**config.mk**
```make
export PLATFORM = sky130hd
export DESIGN_NAME = bic_top
export DESIGN_NICKNAME = d
export VERILOG_FILES = /design/src/inc/bic_pkg.sv /design/src/inc/bic_if.sv /design/src/bic_idle_decode.sv /design/src/bic_top.sv
export SDC_FILE = /design/constraint.sdc
export NUM_CORES = 1
export LEC_CHECK = 0
export ABC_AREA = 1
export BUFFER_PORTS_ARGS = -buffer_cell sky130_fd_sc_hd__buf_2
export CORE_MARGIN = 3
export CORE_UTILIZATION = 55
export DETAILED_ROUTE_END_ITERATION = 8
export GPL_TIMING_DRIVEN = 0
export PLACE_DENSITY = 0.78
export SETUP_SLACK_MARGIN = 0.02
export SLEW_MARGIN = 20
export SYNTH_ARGS = -nofsm -noshare
export SYNTH_HDL_FRONTEND = slang
export SYNTH_SLANG_ARGS = --single-unit
```
**constraint.sdc**
```tcl
create_clock -name pclk -period 5 [get_ports pclk]
set_input_delay 0.5 -clock pclk [delete_from_list [all_inputs] [get_ports pclk]]
set_output_delay 0.5 -clock pclk [all_outputs]
set_load 0.02 [all_outputs]
```
**src/inc/bic_pkg.sv**
```systemverilog
// Package for the bus idle cycle controller: register map, field layout, reset values, states.
// Assumes a 32-bit APB register bus and six chip-select spaces.
package bic_pkg;
  localparam int NUM_SPACES = 6;
  localparam int ADDR_W = 12;
  localparam int AREA_W = 3;
  localparam logic [AREA_W-1:0] LAST_AREA = 3'h5;
  // Byte offsets of the per-space bus control registers
  localparam logic [ADDR_W-1:0] SPACE_BASE = 12'h000;
  localparam int IDX_LSB = 2;
  localparam int IDX_MSB = 4;
  // Field positions
  localparam int FIELD_W = 2;
  localparam int IWW_LSB = 28;
  localparam int IWRWD_LSB = 25;
  localparam int IWRWS_LSB = 22;
  localparam logic [FIELD_W-1:0] FIELD_RESET = 2'h3;
  // Idle cycle codes and counts
  localparam logic [FIELD_W-1:0] CODE_NONE = 2'h0;
  localparam logic [FIELD_W-1:0] CODE_ONE = 2'h1;
  localparam logic [FIELD_W-1:0] CODE_TWO = 2'h2;
  localparam int GAP_W = 3;
  localparam logic [GAP_W-1:0] GAP_ZERO = 3'h0;
  localparam logic [GAP_W-1:0] GAP_ONE = 3'h1;
  localparam logic [GAP_W-1:0] GAP_TWO = 3'h2;
  localparam logic [GAP_W-1:0] GAP_MAX = 3'h4;
  typedef enum logic [3:0] {
    BIC_IDLE = 4'h1,
    BIC_ACC1 = 4'h2,
    BIC_ACC2 = 4'h4,
    BIC_ERR = 4'h8
  } bic_state_type;
endpackage

```
**src/inc/bic_if.sv**
```systemverilog
// Interface between the access sequencer and the idle count decoder.
// Assumes both ends sit in the same clock domain.
interface bic_if;
  logic [1:0] iww;
  logic [1:0] iwrwd;
  logic [1:0] iwrws;
  logic prev_write;
  logic next_write;
  logic same_area;
  logic [2:0] need;
  modport ctrl (output iww, iwrwd, iwrws, prev_write, next_write, same_area, input need);
  modport calc (input iww, iwrwd, iwrws, prev_write, next_write, same_area, output need);
endinterface

```
**src/bic_idle_decode.sv**
```systemverilog
// Idle count decoder: turns the fields of the previous area into a required idle count.
// Assumes the sequencer presents the previous access and the pending request.
module bic_idle_decode (
  bic_if.calc dec
);
  import bic_pkg::*;

  function automatic logic [GAP_W-1:0] code_to_count(input logic [FIELD_W-1:0] code);
    unique case (code)
      CODE_NONE: code_to_count = GAP_ZERO;
      CODE_ONE: code_to_count = GAP_ONE;
      CODE_TWO: code_to_count = GAP_TWO;
      default: code_to_count = GAP_MAX;
    endcase
  endfunction

  function automatic logic [GAP_W-1:0] max_count(input logic [GAP_W-1:0] a, input logic [GAP_W-1:0] b);
    max_count = (a > b) ? a : b;
  endfunction

  logic [GAP_W-1:0] after_write;
  logic [GAP_W-1:0] after_read;

  always_comb begin
    after_write = code_to_count(dec.iww);
    if (!dec.next_write) begin
      after_read = GAP_ZERO;
    end else if (dec.same_area) begin
      after_read = code_to_count(dec.iwrws);
    end else begin
      after_read = code_to_count(dec.iwrwd);
    end
  end

  // Largest applicable count wins
  assign dec.need = max_count(dec.prev_write ? after_write : GAP_ZERO, dec.prev_write ? GAP_ZERO : after_read);
endmodule

```
**src/bic_top.sv**
```systemverilog
// Bus idle cycle controller: per-space bus control registers on APB and an external access sequencer.
// Assumes the access requester runs on pclk and holds its request until acc_done.
module bic_top (
  // Clock and reset
  input wire logic pclk,
  input wire logic presetn,
  // APB slave
  input wire logic psel,
  input wire logic penable,
  input wire logic pwrite,
  input wire logic [bic_pkg::ADDR_W-1:0] paddr,
  input wire logic [31:0] pwdata,
  output logic [31:0] prdata,
  output logic pready,
  output logic pslverr,
  // Access requests
  input wire logic acc_valid,
  input wire logic [bic_pkg::AREA_W-1:0] acc_area,
  input wire logic acc_write,
  output logic acc_done,
  output logic acc_err,
  // External memory strobes
  output logic [bic_pkg::NUM_SPACES-1:0] mem_cs_n,
  output logic mem_rd_n,
  output logic mem_wr_n
);
  import bic_pkg::*;

  function automatic logic [GAP_W-1:0] sat_inc(input logic [GAP_W-1:0] g);
    sat_inc = (g >= GAP_MAX) ? GAP_MAX : g + GAP_ONE;
  endfunction

  bic_if dec_if ();

  bic_idle_decode u_dec (
    .dec(dec_if)
  );

  // Register file state
  logic [FIELD_W-1:0] iww_reg [NUM_SPACES];
  logic [FIELD_W-1:0] iww_next [NUM_SPACES];
  logic [FIELD_W-1:0] iwrwd_reg [NUM_SPACES];
  logic [FIELD_W-1:0] iwrwd_next [NUM_SPACES];
  logic [FIELD_W-1:0] iwrws_reg [NUM_SPACES];
  logic [FIELD_W-1:0] iwrws_next [NUM_SPACES];
  logic [31:0] prdata_reg;
  logic [31:0] prdata_next;
  logic pready_reg;
  logic pready_next;
  logic pslverr_reg;
  logic pslverr_next;
  logic [IDX_MSB-IDX_LSB:0] reg_idx;
  logic reg_hit;
  logic [31:0] read_word;

  // Sequencer state
  bic_state_type state_reg;
  bic_state_type state_next;
  logic [GAP_W-1:0] gap_reg;
  logic [GAP_W-1:0] gap_next;
  logic [GAP_W-1:0] idle_seen;
  logic [AREA_W-1:0] prev_area_reg;
  logic [AREA_W-1:0] prev_area_next;
  logic prev_write_reg;
  logic prev_write_next;
  logic done_reg;
  logic done_next;
  logic err_reg;
  logic err_next;
  logic [NUM_SPACES-1:0] cs_n_reg;
  logic [NUM_SPACES-1:0] cs_n_next;
  logic rd_n_reg;
  logic rd_n_next;
  logic wr_n_reg;
  logic wr_n_next;

  // Address decode: one aligned word per space
  assign reg_idx = paddr[IDX_MSB:IDX_LSB];
  assign reg_hit = (paddr[ADDR_W-1:IDX_MSB+1] == SPACE_BASE[ADDR_W-1:IDX_MSB+1]) && (paddr[1:0] == 2'h0) &&
                   (reg_idx <= LAST_AREA);

  always_comb begin
    read_word = 32'h0000_0000;
    if (reg_hit) begin
      read_word[IWW_LSB +: FIELD_W] = iww_reg[reg_idx];
      read_word[IWRWD_LSB +: FIELD_W] = iwrwd_reg[reg_idx];
      read_word[IWRWS_LSB +: FIELD_W] = iwrws_reg[reg_idx];
    end
  end

  // APB slave: one wait state, write takes effect at the completing edge
  always_comb begin
    pready_next = psel && penable && !pready_reg;
    pslverr_next = 1'b0;
    prdata_next = prdata_reg;
    iww_next = iww_reg;
    iwrwd_next = iwrwd_reg;
    iwrws_next = iwrws_reg;
    if (pready_next) begin
      pslverr_next = !reg_hit;
      prdata_next = pwrite ? 32'h0000_0000 : read_word;
    end
    if (psel && penable && pready_reg && pwrite && reg_hit) begin
      // Reserved bits are dropped on write
      iww_next[reg_idx] = pwdata[IWW_LSB +: FIELD_W];
      iwrwd_next[reg_idx] = pwdata[IWRWD_LSB +: FIELD_W];
      iwrws_next[reg_idx] = pwdata[IWRWS_LSB +: FIELD_W];
    end
  end

  always_ff @(posedge pclk or negedge presetn) begin
    if (!presetn) begin
      for (int i = 0; i < NUM_SPACES; i++) begin
        iww_reg[i] <= FIELD_RESET;
        iwrwd_reg[i] <= FIELD_RESET;
        iwrws_reg[i] <= FIELD_RESET;
      end
      prdata_reg <= 32'h0000_0000;
      pready_reg <= 1'b0;
      pslverr_reg <= 1'b0;
    end else begin
      iww_reg <= iww_next;
      iwrwd_reg <= iwrwd_next;
      iwrws_reg <= iwrws_next;
      prdata_reg <= prdata_next;
      pready_reg <= pready_next;
      pslverr_reg <= pslverr_next;
    end
  end

  // Decoder inputs: fields of the area last accessed
  assign dec_if.iww = iww_reg[prev_area_reg];
  assign dec_if.iwrwd = iwrwd_reg[prev_area_reg];
  assign dec_if.iwrws = iwrws_reg[prev_area_reg];
  assign dec_if.prev_write = prev_write_reg;
  assign dec_if.next_write = acc_write;
  assign dec_if.same_area = (acc_area == prev_area_reg);

  // Access sequencer: each access lasts two cycles, decisions are taken in idle or in the last access cycle
  always_comb begin
    state_next = BIC_IDLE;
    prev_area_next = prev_area_reg;
    prev_write_next = prev_write_reg;
    done_next = 1'b0;
    err_next = 1'b0;
    cs_n_next = '1;
    rd_n_next = 1'b1;
    wr_n_next = 1'b1;
    idle_seen = ((state_reg == BIC_ACC1) || (state_reg == BIC_ACC2)) ? GAP_ZERO : sat_inc(gap_reg);
    gap_next = idle_seen;
    unique case (state_reg)
      BIC_ACC1: begin
        // Hold select and strobe for the second access cycle
        state_next = BIC_ACC2;
        cs_n_next = cs_n_reg;
        rd_n_next = rd_n_reg;
        wr_n_next = wr_n_reg;
      end
      BIC_IDLE, BIC_ACC2: begin
        if (acc_valid && (acc_area > LAST_AREA)) begin
          state_next = BIC_ERR;
          done_next = 1'b1;
          err_next = 1'b1;
        end else if (acc_valid && (idle_seen >= dec_if.need)) begin
          state_next = BIC_ACC1;
          done_next = 1'b1;
          cs_n_next[acc_area] = 1'b0;
          rd_n_next = acc_write;
          wr_n_next = !acc_write;
          prev_area_next = acc_area;
          prev_write_next = acc_write;
        end
      end
      BIC_ERR: begin
        // One forced idle cycle after a refused request
        state_next = BIC_IDLE;
      end
    endcase
  end

  always_ff @(posedge pclk or negedge presetn) begin
    if (!presetn) begin
      state_reg <= BIC_IDLE;
      gap_reg <= GAP_MAX;
      prev_area_reg <= 3'h0;
      prev_write_reg <= 1'b0;
      done_reg <= 1'b0;
      err_reg <= 1'b0;
      cs_n_reg <= '1;
      rd_n_reg <= 1'b1;
      wr_n_reg <= 1'b1;
    end else begin
      state_reg <= state_next;
      gap_reg <= gap_next;
      prev_area_reg <= prev_area_next;
      prev_write_reg <= prev_write_next;
      done_reg <= done_next;
      err_reg <= err_next;
      cs_n_reg <= cs_n_next;
      rd_n_reg <= rd_n_next;
      wr_n_reg <= wr_n_next;
    end
  end

  assign prdata = prdata_reg;
  assign pready = pready_reg;
  assign pslverr = pslverr_reg;
  assign acc_done = done_reg;
  assign acc_err = err_reg;
  assign mem_cs_n = cs_n_reg;
  assign mem_rd_n = rd_n_reg;
  assign mem_wr_n = wr_n_reg;
endmodule
```
==> results of run 1 <==
[area by class of cell]
class	count	area share, %
repair buffers	43	4.78
flip-flops and latches	65	36.9
well taps	93	2.55
plain buffers	44	7.27
inverters	50	4.12
clock buffers	9	2.72
clock inverters	7	3.10
multi-input cells	343	38.5
[cells in the mapped netlist, drive strengths merged]
library cell / n
clkbuf: 2
nand3b: 3
a22o: 1
inv: 50
or2: 1
nand4: 2
o211ai: 7
o22ai: 1
ha: 5
nor3: 8
nand2: 124
xnor2: 2
buf: 42
a21oi: 17
nor3b: 1
nor2: 50
o31ai: 1
dfrtp: 19
o21ai: 67
conb: 1
a31oi: 3
dfstp: 46
nand3: 24
[worst min path at each step]
stage / to / slack [ns] / cells past startpoint
floorplan: acc_done / 0.20 / 0
finish: prdata[29] / 0.23 / 1
global placement: pready / 0.45 / 1
CTS: prdata[29] / 0.28 / 1
detailed placement: iww_reg[6] / 0.46 / 2
global route: prdata[29] / 0.29 / 1
[critical path, stage by stage (launching register included)]
cell and delay, ns:
dfrtp_1 0.36, buf_2 0.17, inv_2 0.19, nand2_1 0.19, nor2_1 0.14, o21ai_1 0.07
nand2_1 0.12, nand3_1 0.09, nand2_1 0.08, nand2_1 0.05, nand2_1 0.06, nand2_1 0.06
ha_1 0.31, nand2_1 0.07, o211ai_1 0.16, nand2_1 0.15, nor2_4 0.23, buf_4 0.21
a21oi_1 0.09
[power breakdown]
| group | leakage (nW) | total [mW] | internal (mW) | switching [mW] |
|---|---|---|---|---|
| combinational | 1.27 | 0.713 | 0.243 | 0.470 |
| clock | 0.130 | 0.599 | 0.383 | 0.216 |
| sequential | 0.725 | 0.623 | 0.593 | 0.0301 |
| total | 2.13 | 1.94 | 1.22 | 0.716 |
[cells by family (layout without fill, tap and decap cells)]
kind of cell / after synthesis / after routing / share of synthesized area (%)
buffers and inverters: 94 / 153 / 13.4
and+or+nand+nor: 213 / 213 / 24.4
adders and majority gates: 5 / 5 / 1.62
other: 1 / 26 / 0.0970
AOI/OAI and AO/OA: 97 / 97 / 16.4
DFF: 65 / 65 / 43.6
xor gates and xnor gates: 2 / 2 / 0.453
[routing by layer]
layer / vias up / wire, um / GRT usage, %
met1: 1538 / 4080 / 30.9
met3: 11 / 491 / 5.18
li1: 1644 / - / -
met4: 0 / 127 / 7.66
met2: 100 / 4250 / 37.6
met5: - / 0 / 0
[per-stage QoR]
| step | util [%] | power (mW) | setup slack (ns) | std cells | hold WS [ns] |
|---|---|---|---|---|---|
| after CTS | 69.4 | 1.94 | 2.10 | 654 | 0.284 |
| after floorplan | - | 1.16 | 2.58 | 502 | 0.204 |
| final | 69.4 | 1.94 | 2.07 | 654 | 0.230 |
| after global routing | 69.4 | 2.07 | 1.84 | 654 | 0.290 |
| after detailed placement | 65.4 | 1.34 | 2.12 | 638 | 0.461 |
| after global placement | 65.3 | 1.30 | 2.23 | 638 | 0.451 |
==> load_flow_metrics.sql, run 1 <==
INSERT INTO impl_metrics (metric_group, metric, value, unit) VALUES
('yosys', 'yosysUniqueCellTypes', '34', ''),
('grt', 'maximum_number_of_pins_on_one_net_before_global_route_repair', '66', ''),
('run_status', 'run_status', 'finished clean', ''),
('grt', 'grt_first_pass_wirelength', '15300', 'um'),
('critical_path', 'regToRegEndpoint', 'dec_if.prev_write', ''),
('clock_network', 'clockRootBuffer', 'clkbuf_8', ''),
('sta', 'drv_slew', '0', ''),
('drt', 'finalWirelength', '8940', 'um'),
('power_and_ir_drop', 'max-vdd-ir-drop', '0.238', 'mV'),
('placed_design', 'port_buffers', '43', ''),
('yosys', 'synth_top_area_share', '31.3', '%'),
('drt', 'route.vias.total', '3293', ''),
('yosys', 'synth.yosys.seq_area_share', '43.6', '%'),
('critical_path', 'timing.critical_path.required', '5.23', 'ns'),
('yosys', 'post_synth_main_area_contributors', 'dfstp_2, dfrtp_1, nand2_1, o21ai_2, buf_4', ''),
('clock_network', 'cts_hold_buffers', '0', ''),
('layout', 'flip_flop_and_latch_area', '1680', 'um2'),
('clock_network', 'cts.path.max_buffers', '2', ''),
('clock_network', 'clock_sink_count', '65', ''),
('clock_network', 'ctsResizeCount', '0', ''),
('yosys', 'synth.largest_area_cell', 'dfstp_2', ''),
('sta', 'timing.max_slew.rel_slack', '45.4', '%'),
('clock_network', 'tritoncts', 'yes', ''),
('layout', 'layout_area_overhead', '17.9', '%'),
('sta', 'maxClockFrequency', '0.341', 'GHz'),
('critical_path', 'crit_path_start', 'prev_area_reg[1]', ''),
('drt', 'routedWlPerCell', '13.7', 'um'),
('floorplanning', 'design.die.area', '8070', 'um2'),
('critical_path', 'worstSetupPathType', 'reg2reg', ''),
('grt', 'grt_overflow', '0', ''),
('layout', 'number_of_diodes_added_for_antenna_fixing', '0', ''),
('critical_path', 'worst_setup_path_end_kind', 'flip-flop', ''),
('sta', 'final-hold-violation-count', '0', ''),
('drt', 'drtPass1Iterations', '5', ''),
('layout', 'finalInstanceArea', '4560', 'um2'),
('grt', 'gr-usage-all-layers', '23.2', '%'),
('critical_path', 'r2r_slack', '2.07', 'ns'),
('layout', 'layout_commonest_cell', 'nand2_1', ''),
('grt', 'initial_antenna_violation_count', '0', ''),
('sta', 'finalCritPeriodShare', '58.6', '%'),
('job', 'drv.max_cap_violation_count', '0', ''),
('floorplanning', 'initial_util', '58.8', '%'),
('floorplanning', 'row_count', '29', ''),
('floorplanning', 'core_area', '6570', 'um2'),
('critical_path', 'crit_arrival', '3.16', 'ns'),
('drt', 'count_of_antenna_violating_nets_left_after_detailed_routing', '0', ''),
('grt', 'vias_in_the_first_global_route', '3180', ''),
('clock_network', 'postCtsSetupBuffers', '0', ''),
('sta', 'timing_worst_slew_pin_value', '0.819', 'ns'),
('yosys', 'flops_latches_synth', '65', ''),
('floorplanning', 'die_h', '89.8', 'um'),
('yosys', 'summed_instance_area_of_the_synthesized_netlist', '3860', 'um2'),
('critical_path', 'critical_path_peak_fanout', '10', ''),
('placed_design', 'placed_cell_area', '4290', 'um2'),
('floorplanning', 'top_level_ports', '98', ''),
('layout', 'nNetsFinal', '615', ''),
('sta', 'setup_total_negative_slack', '0', 'ns'),
('power_and_ir_drop', 'cellPowerDensity', '425', 'nW/um2'),
('sta', 'rsz_0062_raised_after_global_routing', 'false', ''),
('yosys', 'yosysWarningCount', '0', ''),
('clock_network', 'htreeDepth', '3', ''),
('layout', 'share_of_layout_cells_above_drive_strength_1', '36.4', '%'),
('placed_design', 'gp_weighted_congestion', '0.889', ''),
('layout', 'fillCellCount', '572', ''),
('layout', 'multiInputGateArea', '1760', 'um2'),
('critical_path', 'worstReg2RegStart', 'prev_area_reg[1]', ''),
('yosys', 'post_synth.cell_area_avg', '8.10', 'um2'),
('critical_path', 'reg2reg_depth', '18', ''),
('drt', 'dr.first_iter.drc_count', '277', ''),
('clock_network', 'clkTransAtPathRegs', '0.09', 'ns'),
('drt', 'drc', '0', ''),
('layout', 'final_cell_mix', 'nand2_1, buf_2, dfstp_2, inv_1, nor2_1', ''),
('clock_network', 'numCtsBuffers', '9', ''),
('clock_network', 'clk_latency', '0.34', 'ns'),
('critical_path', 'crit_end', 'dec_if.prev_write', ''),
('min_path', 'worst_hold_path_type', 'in2async', ''),
('yosys', 'post_syn_instances', '477', ''),
('sta', 'period_needed', '2.93', 'ns'),
('floorplanning', 'die-width', '89.8', 'um'),
('critical_path', 'start_kind', 'flip-flop', ''),
('sta', 'clock_skew', '0.0134', 'ns'),
('power_and_ir_drop', 'power.static_leakage', '2.13', 'nW'),
('drt', 'drt-vias-per-instance', '5.04', ''),
('sta', 'setup-violations-final', '0', ''),
('placed_design', 'hpwlAfterDp', '6670', 'um');
Note: power is estimated with default switching activity, not from simulation.
==> inputs of run 2 (changes only) <==
--- a/config.mk
+++ b/config.mk
@@ -5,13 +5,13 @@
 export SDC_FILE = /design/constraint.sdc
 export NUM_CORES = 1
 export LEC_CHECK = 0
-export ABC_AREA = 1
+export ABC_AREA = 0
 export BUFFER_PORTS_ARGS = -buffer_cell sky130_fd_sc_hd__buf_2
 export CORE_MARGIN = 3
-export CORE_UTILIZATION = 55
+export CORE_UTILIZATION = 53
 export DETAILED_ROUTE_END_ITERATION = 8
 export GPL_TIMING_DRIVEN = 0
-export PLACE_DENSITY = 0.78
+export PLACE_DENSITY = 0.76
 export SETUP_SLACK_MARGIN = 0.02
 export SLEW_MARGIN = 20
 export SYNTH_ARGS = -nofsm -noshare
==> constraint.sdc (replaced) <==
create_clock -name pclk -period 2.7 [get_ports pclk]
set_input_delay 0.27 -clock pclk [delete_from_list [all_inputs] [get_ports pclk]]
set_output_delay 0.27 -clock pclk [all_outputs]
set_load 0.02 [all_outputs]
==> load_flow_metrics.sql, run 2 <==
INSERT INTO impl_metrics (metric_group, metric, value, unit) VALUES
('yosys', 'yosysMostFrequentCell', 'mux2_2', ''),
('grt', 'grt_overflow', '0', ''),
('drt', 'routedWlPerCell', '17.6', 'um'),
('clock_network', 'htreeDepth', '3', ''),
('critical_path', 'crit_arrival', '3.18', 'ns'),
('critical_path', 'worst_setup_path_end_kind', 'flip-flop', ''),
('yosys', 'synth-edff-count', '0', ''),
('yosys', 'post_syn_instances', '301', ''),
('yosys', 'ys_dominant_reg_cell', 'dfstp_2', ''),
('power_and_ir_drop', 'cellPowerDensity', '716', 'nW/um2'),
('layout', 'stdcell_count', '466', ''),
('placed_design', 'preCtsSetupSlack', '-0.433', 'ns'),
('placed_design', 'gp_weighted_congestion', '0.997', ''),
('floorplanning', 'die_h', '89.4', 'um'),
('clock_network', 'numCtsBuffers', '9', ''),
('sta', 'drv_slew', '0', ''),
('yosys', 'synth.yosys.seq_area_share', '45.7', '%'),
('critical_path', 'start_kind', 'flip-flop', ''),
('placed_design', 'placed_cell_area', '4110', 'um2'),
('floorplanning', 'die-width', '89.4', 'um'),
('floorplanning', 'row_count', '29', ''),
('sta', 'timing.max_slew.rel_slack', '35.5', '%'),
('drt', 'route.vias.total', '2620', ''),
('yosys', 'synth_top_area_share', '32.8', '%'),
('placed_design', 'placed_cells', '444', ''),
('drt', 'dr.first_iter.drc_count', '188', ''),
('power_and_ir_drop', 'power.total', '3.29', 'mW'),
('sta', 'setup-violations-final', '13', ''),
('placed_design', 'port_buffers', '41', ''),
('sta', 'final-hold-violation-count', '0', ''),
('drt', 'drtPass1Iterations', '4', ''),
('drt', 'count_of_antenna_violating_nets_left_after_detailed_routing', '0', ''),
('job', 'drv.max_cap_violation_count', '0', ''),
('layout', 'number_of_diodes_added_for_antenna_fixing', '0', ''),
('yosys', 'synthTopCellsByCount', 'mux2_2, dfstp_2, buf_4', ''),
('drt', 'finalWirelength', '8190', 'um'),
('layout', 'final_cell_mix', 'mux2_2, dfstp_2, buf_2, buf_4, conb_1', ''),
('floorplanning', 'top_level_ports', '98', ''),
('layout', 'layout_area_overhead', '24.6', '%'),
('sta', 'period_needed', '2.94', 'ns'),
('floorplanning', 'design.die.area', '7990', 'um2'),
('power_and_ir_drop', 'power.static_leakage', '2.08', 'nW'),
('run_status', 'violations', 'negative setup slack', ''),
('yosys', 'flops_latches_synth', '65', ''),
('placed_design', 'hpwlAfterDp', '5480', 'um'),
('sta', 'finalCritPeriodShare', '109', '%'),
('yosys', 'synth.largest_area_cell', 'dfstp_2', ''),
('grt', 'gr-usage-all-layers', '21.3', '%'),
('sta', 'maxClockFrequency', '0.340', 'GHz'),
('power_and_ir_drop', 'max-vdd-ir-drop', '0.515', 'mV'),
('yosys', 'yosysWarningCount', '0', ''),
('run_status', 'run_status', 'finished, violations left', ''),
('clock_network', 'cts.path.max_buffers', '2', ''),
('layout', 'final_core_util', '70.3', '%'),
('floorplanning', 'core_area', '6530', 'um2'),
('sta', 'clock_skew', '0.00846', 'ns'),
('layout', 'nNetsFinal', '443', ''),
('grt', 'vias_in_the_first_global_route', '2552', ''),
('grt', 'maximum_number_of_pins_on_one_net_before_global_route_repair', '66', ''),
('critical_path', 'worstSetupPathType', 'reg2reg', ''),
('layout', 'finalInstanceArea', '4590', 'um2'),
('yosys', 'summed_instance_area_of_the_synthesized_netlist', '3690', 'um2'),
('grt', 'grt_first_pass_wirelength', '12600', 'um'),
('critical_path', 'critical_path_peak_fanout', '6', ''),
('yosys', 'post_synth.cell_area_avg', '12.3', 'um2'),
('clock_network', 'clock_sink_count', '65', ''),
('yosys', 'post_synth_main_area_contributors', 'dfstp_2, mux2_2, dfrtp_1, buf_4, mux4_1', ''),
('sta', 'timing_worst_slew_pin_value', '0.959', 'ns'),
('min_path', 'worst_hold_path_type', 'in2async', ''),
('clock_network', 'clkTransAtPathRegs', '0.07', 'ns'),
('yosys', 'share_of_flip_flops_with_an_asynchronous_set_or_reset', '100', '%'),
('yosys', 'yosysUniqueCellTypes', '51', ''),
('clock_network', 'tritoncts', 'yes', ''),
('layout', 'layout_commonest_cell', 'mux2_2', ''),
('grt', 'initial_antenna_violation_count', '0', ''),
('clock_network', 'clk_latency', '0.35', 'ns'),
('drt', 'drt-vias-per-instance', '5.62', ''),
('clock_network', 'clockRootBuffer', 'clkbuf_8', ''),
('sta', 'layout_setup_ws', '-0.243', 'ns'),
('drt', 'drc', '0', ''),
('critical_path', 'timing.critical_path.required', '2.93', 'ns'),
('layout', 'share_of_layout_cells_above_drive_strength_1', '59.6', '%'),
('floorplanning', 'initial_util', '56.5', '%'),
('sta', 'rsz_0062_raised_after_global_routing', 'true', '');
==> run 2: power breakdown <==
| part | total [mW] | switching (mW) | internal (mW) |
|---|---|---|---|
| combinational | 1.02 | 0.534 | 0.488 |
| clock | 1.07 | 0.377 | 0.689 |
| sequential | 1.20 | 0.103 | 1.10 |
==> run 2: critical path: stages, from the launching register on <==
cell,delay (ns)
dfrtp_1,0.35
buf_6,0.15
mux4_2,0.51
a21o_1,0.22
nand3_1,0.08
o211ai_1,0.12
ha_1,0.29
nand2b_1,0.09
a21o_1,0.16
a21oi_2,0.07
nor3b_2,0.25
buf_4,0.19
mux2_2,0.34
==> run 2: final timing paths <==
path	start	end	slack (ns)	depth (start not counted)
max	prev_area_reg[0]	prev_area_reg[0]	-0.24	12
min	presetn	prev_area_reg[0]	0.01	1
max reg2reg	prev_area_reg[0]	prev_area_reg[0]	-0.24	12
min reg2reg	state_reg[1]	state_reg[0]	0.50	1
max in group asynchronous	presetn	prev_area_reg[1]	2.14	1
min in group pclk	acc_write	mem_wr_n	0.12	2
==> run 2: cell type report <==
class	count	area (um2)
multi-input combinational	213	1950
fill	450	1940
sequential	65	1690
buffer	39	297
timing repair buffer	48	273
clock buffer	12	165
clock inverter	4	97.6
tap	77	96.3
inverter	8	30.0
==> run 2: what timing repair did <==
| item | in CTS | in global routing |
|---|---|---|
| endpoints found under the setup margin | 15 | 15 |
| hold buffers | 0 | 0 |
| resized for setup | 3 | 23 |
| endpoints found under the hold margin | 0 | 0 |
| buffers inserted | 3 | 4 |
| pin swaps | 2 | 11 |
==> run 2: logic make-up after synthesis <==
kind of cell	synth area share, %
adder cells (fa/ha/maj)	1.70
AO/OA/AOI/OAI	6.75
other	0.102
XOR/XNOR	1.43
multiplexers	25.7
flip-flops	45.7
AND/OR/NAND/NOR	10.7
buffers and inverters	7.91
==> run 2: per-stage QoR <==
stage	setup TNS (ns)	hold slack [ns]
after CTS	-1.48	0.0345
after global placement	-1.97	0.450
after global routing	-3.23	0.0686
after floorplan	-0.0263	-0.0256
final	-2.32	0.0142
after detailed placement	-3.04	0.411
==> run 2: metal layers <==
layer | part of all wire (%) | track usage (%)
met2 | 50 | 37.2
met1 | 43 | 25.7
met4 | 1.5 | 7.44
met5 | 0 | 0
met3 | 5.7 | 4.98
==> inputs of run 3 (changes only) <==
--- a/config.mk
+++ b/config.mk
@@ -11,9 +11,10 @@
 export CORE_UTILIZATION = 53
 export DETAILED_ROUTE_END_ITERATION = 8
 export GPL_TIMING_DRIVEN = 0
-export PLACE_DENSITY = 0.76
+export PLACE_DENSITY = 0.77
 export SETUP_SLACK_MARGIN = 0.02
 export SLEW_MARGIN = 20
 export SYNTH_ARGS = -nofsm -noshare
 export SYNTH_HDL_FRONTEND = slang
+export SYNTH_HIERARCHICAL = 1
 export SYNTH_SLANG_ARGS = --single-unit
==> load_flow_metrics.sql, run 3 <==
INSERT INTO impl_metrics (metric_group, metric, value, unit) VALUES
('power_and_ir_drop', 'p_int', '2.22', 'mW'),
('power_and_ir_drop', 'net_switching_share_of_the_total_power', '32.4', '%'),
('layout', 'nNetsFinal', '447', ''),
('critical_path', 'cp_common_cell', 'buf_6', ''),
('yosys', 'synth.mux.area_fraction', '23.3', '%'),
('clock_network', 'clock_sink_count', '64', ''),
('grt', 'maximum_number_of_pins_on_one_net_before_global_route_repair', '65', ''),
('power_and_ir_drop', 'power_share_of_the_clock_group', '28.1', '%'),
('floorplanning', 'design.die.area', '7840', 'um2'),
('sta', 'setup-violations-final', '13', ''),
('power_and_ir_drop', 'netSwitchingPower', '1.06', 'mW'),
('sta', 'drv_slew', '0', ''),
('floorplanning', 'row_count', '29', ''),
('sta', 'rsz_0062_raised_after_global_routing', 'true', ''),
('sta', 'final-hold-violation-count', '0', ''),
('power_and_ir_drop', 'combinationalPowerShare', '34.6', '%'),
('yosys', 'synthSimpleGateAreaFrac', '11.1', '%'),
('clock_network', 'cts.path.max_buffers', '2', ''),
('sta', 'timing_worst_slew_pin_value', '0.765', 'ns'),
('critical_path', 'critPathBufInv', '4', ''),
('power_and_ir_drop', 'power.total', '3.28', 'mW'),
('sta', 'maxClockFrequency', '0.340', 'GHz'),
('layout', 'stdcell_count', '470', ''),
('layout', 'fillCellCount', '453', ''),
('yosys', 'post_syn_instances', '300', ''),
('yosys', 'synth_top_family_by_area', 'multiplexers', ''),
('drt', 'drt-vias-per-instance', '5.34', ''),
('grt', 'grt_first_pass_wirelength', '11900', 'um'),
('power_and_ir_drop', 'power.share.sequential', '37.3', '%'),
('critical_path', 'start_kind', 'flip-flop', ''),
('yosys', 'synth.yosys.seq_area_share', '46.0', '%'),
('floorplanning', 'die-width', '88.5', 'um'),
('yosys', 'post_synth.cell_area_avg', '12.0', 'um2'),
('sta', 'clock_skew', '0.0133', 'ns'),
('critical_path', 'worst_setup_path_end_kind', 'flip-flop', ''),
('critical_path', 'reg2reg_depth', '14', ''),
('min_path', 'worst_hold_path_type', 'in2async', ''),
('drt', 'routedWlPerCell', '16.0', 'um'),
('critical_path', 'critPathSlowestCell', 'dfrtp_1', ''),
('floorplanning', 'initial_util', '55.9', '%'),
('clock_network', 'tritoncts', 'yes', ''),
('sta', 'timing.max_slew.rel_slack', '49.0', '%'),
('drt', 'count_of_antenna_violating_nets_left_after_detailed_routing', '0', ''),
('drt', 'drtPass1Iterations', '4', ''),
('layout', 'layout_area_overhead', '25.9', '%'),
('yosys', 'yosysMostFrequentCell', 'dfstp_2', ''),
('yosys', 'fraction_of_the_mapped_netlist_area_in_compound_gates', '6.66', '%'),
('drt', 'drc', '0', ''),
('yosys', 'yosysUniqueCellTypes', '46', ''),
('yosys', 'flops_latches_synth', '64', ''),
('grt', 'gr-usage-all-layers', '20.4', '%'),
('critical_path', 'crit_arrival', '3.17', 'ns'),
('power_and_ir_drop', 'cellPowerDensity', '721', 'nW/um2'),
('clock_network', 'clkTransAtPathRegs', '0.07', 'ns'),
('critical_path', 'timing.critical_path.required', '2.93', 'ns'),
('layout', 'share_of_layout_cells_above_drive_strength_1', '59.8', '%'),
('critical_path', 'r2r_slack', '-0.24', 'ns'),
('placed_design', 'port_buffers', '42', ''),
('drt', 'route.vias.total', '2508', ''),
('yosys', 'synth-edff-count', '0', ''),
('grt', 'vias_in_the_first_global_route', '2391', ''),
('critical_path', 'worstSetupPathType', 'reg2reg', ''),
('power_and_ir_drop', 'max-vdd-ir-drop', '0.422', 'mV'),
('floorplanning', 'top_level_ports', '98', ''),
('yosys', 'ys_dominant_reg_cell', 'dfstp_2', ''),
('power_and_ir_drop', 'power.static_leakage', '2.03', 'nW'),
('run_status', 'run_status', 'finished, violations left', ''),
('critical_path', 'critical_path_peak_fanout', '7', ''),
('critical_path', 'worstPathCellList', 'buf_6, buf_12, buf_4, mux2i_2, o22ai_4, nor3b_4, a31oi_2, o22ai_2, ha_1, nor2b_1, o21ai_2, and4_4, buf_6, mux2_4', ''),
('critical_path', 'critPathMaxStageDelay', '0.37', 'ns'),
('clock_network', 'clockRootBuffer', 'clkbuf_8', ''),
('clock_network', 'htreeDepth', '3', ''),
('sta', 'period_needed', '2.94', 'ns'),
('drt', 'finalWirelength', '7540', 'um'),
('yosys', 'xor_xnor_share_of_the_synthesized_area', '1.46', '%'),
('critical_path', 'critical-path-top-delay-family', 'compound AO/OA/AOI/OAI gates', ''),
('layout', 'layout_commonest_cell', 'dfstp_2', ''),
('yosys', 'post_synth_main_area_contributors', 'dfstp_2, dfrtp_1, mux2_2, mux4_2, buf_4', ''),
('yosys', 'share_of_flip_flops_with_an_asynchronous_set_or_reset', '100', '%'),
('critical_path', 'crit_path_start', 'prev_area_reg[0]', ''),
('critical_path', 'worstReg2RegStart', 'prev_area_reg[0]', ''),
('yosys', 'yosysWarningCount', '6', ''),
('layout', 'final_cell_mix', 'dfstp_2, buf_2, buf_4, mux2_2, conb_1', ''),
('layout', 'multiInputGateArea', '1880', 'um2'),
('yosys', 'synthTopCellsByCount', 'dfstp_2, mux2_2, buf_4', ''),
('yosys', 'area_share_of_fa_ha_maj_cells_after_synthesis', '1.73', '%'),
('critical_path', 'count_of_cell_instances_traversed_by_the_critical_path', '14', ''),
('grt', 'grt_overflow', '0', ''),
('clock_network', 'numCtsBuffers', '9', ''),
('clock_network', 'clk_latency', '0.35', 'ns'),
('drt', 'dr.first_iter.drc_count', '99', ''),
('clock_network', 'cts_hold_buffers', '0', ''),
('floorplanning', 'core_area', '6460', 'um2'),
('yosys', 'synth.largest_area_cell', 'dfstp_2', ''),
('placed_design', 'gp_weighted_congestion', '0.785', ''),
('floorplanning', 'die_h', '88.5', 'um'),
('run_status', 'violations', 'negative setup slack', ''),
('sta', 'layout_setup_ws', '-0.243', 'ns'),
('placed_design', 'hpwlAfterDp', '5090', 'um'),
('layout', 'number_of_diodes_added_for_antenna_fixing', '0', ''),
('job', 'drv.max_cap_violation_count', '0', ''),
('sta', 'finalCritPeriodShare', '109', '%'),
('layout', 'flip_flop_and_latch_area', '1660', 'um2'),
('yosys', 'summed_instance_area_of_the_synthesized_netlist', '3610', 'um2'),
('grt', 'initial_antenna_violation_count', '0', ''),
('yosys', 'synth_top_area_share', '33.5', '%'),
('placed_design', 'placed_cells', '444', '');
==> run 3: power by group through the flow <==
stage                     clock network, mW  logic, mW  registers [mW]
after floorplan                           0      0.643            1.19
after global placement                    0      0.838            1.17
after detailed placement                  0      0.854            1.17
after CTS                             0.941      0.995            1.22
after global routing                  0.994       1.24            1.24
final                                 0.922       1.13            1.22
==> run 3: final timing paths <==
check | to
setup / recovery | prev_area_reg[2]
hold / removal | acc_done
setup reg to reg | prev_area_reg[2]
hold reg to reg | prdata[22]
max in group asynchronous | prev_area_reg[2]
min in group pclk | mem_wr_n
==> run 3: cell type report <==
type,count,area share (%)
Multi-Input combinational cell,201,41.3
Sequential cell,64,36.6
Timing Repair Buffer,55,7.19
Buffer,36,6.17
Clock buffer,11,3.11
Tap cell,77,2.12
Clock inverter,5,1.76
Inverter,21,1.74
==> run 3: what timing repair did <==
item	4_1_cts	5_1_grt
hold endpoints to repair	0	0
setup buffers	8	5
setup endpoints to repair	15	15
gates resized for setup	24	10
pin swaps	17	10
==> run 3: cells by family after synthesis <==
family                   after synthesis
AO/OA/AOI/OAI                         39
XOR/XNOR                               6
adder cells (fa/ha/maj)                5
buffers and inverters                 60
flip-flops                            64
multiplexers                          64
other                                  1
AND/OR/NAND/NOR                       61
==> run 3: per-stage QoR <==
step | setup TNS (ns) | area [um2] | util, % | hold slack (ns) | setup WS, ns
after global routing | -4.07 | 4540 | 70.3 | 0.0350 | -0.363
final | -2.00 | 4540 | 70.3 | 0.00469 | -0.243
after CTS | -2.14 | 4430 | 68.6 | 0.0194 | -0.240
after detailed placement | -4.41 | 4060 | 62.8 | 0.396 | -0.520
after global placement | -3.24 | 4050 | 62.7 | 0.458 | -0.456
after floorplan | -0.139 | 3750 | - | -0.0256 | -0.113
==> run 3: metal layers <==
| layer | GRT usage (%) | wire (um) |
|---|---|---|
| met5 | 0 | 0 |
| met4 | 7.55 | 125 |
| met3 | 6.05 | 431 |
| met2 | 33.3 | 3780 |
| met1 | 25.8 | 3210 |
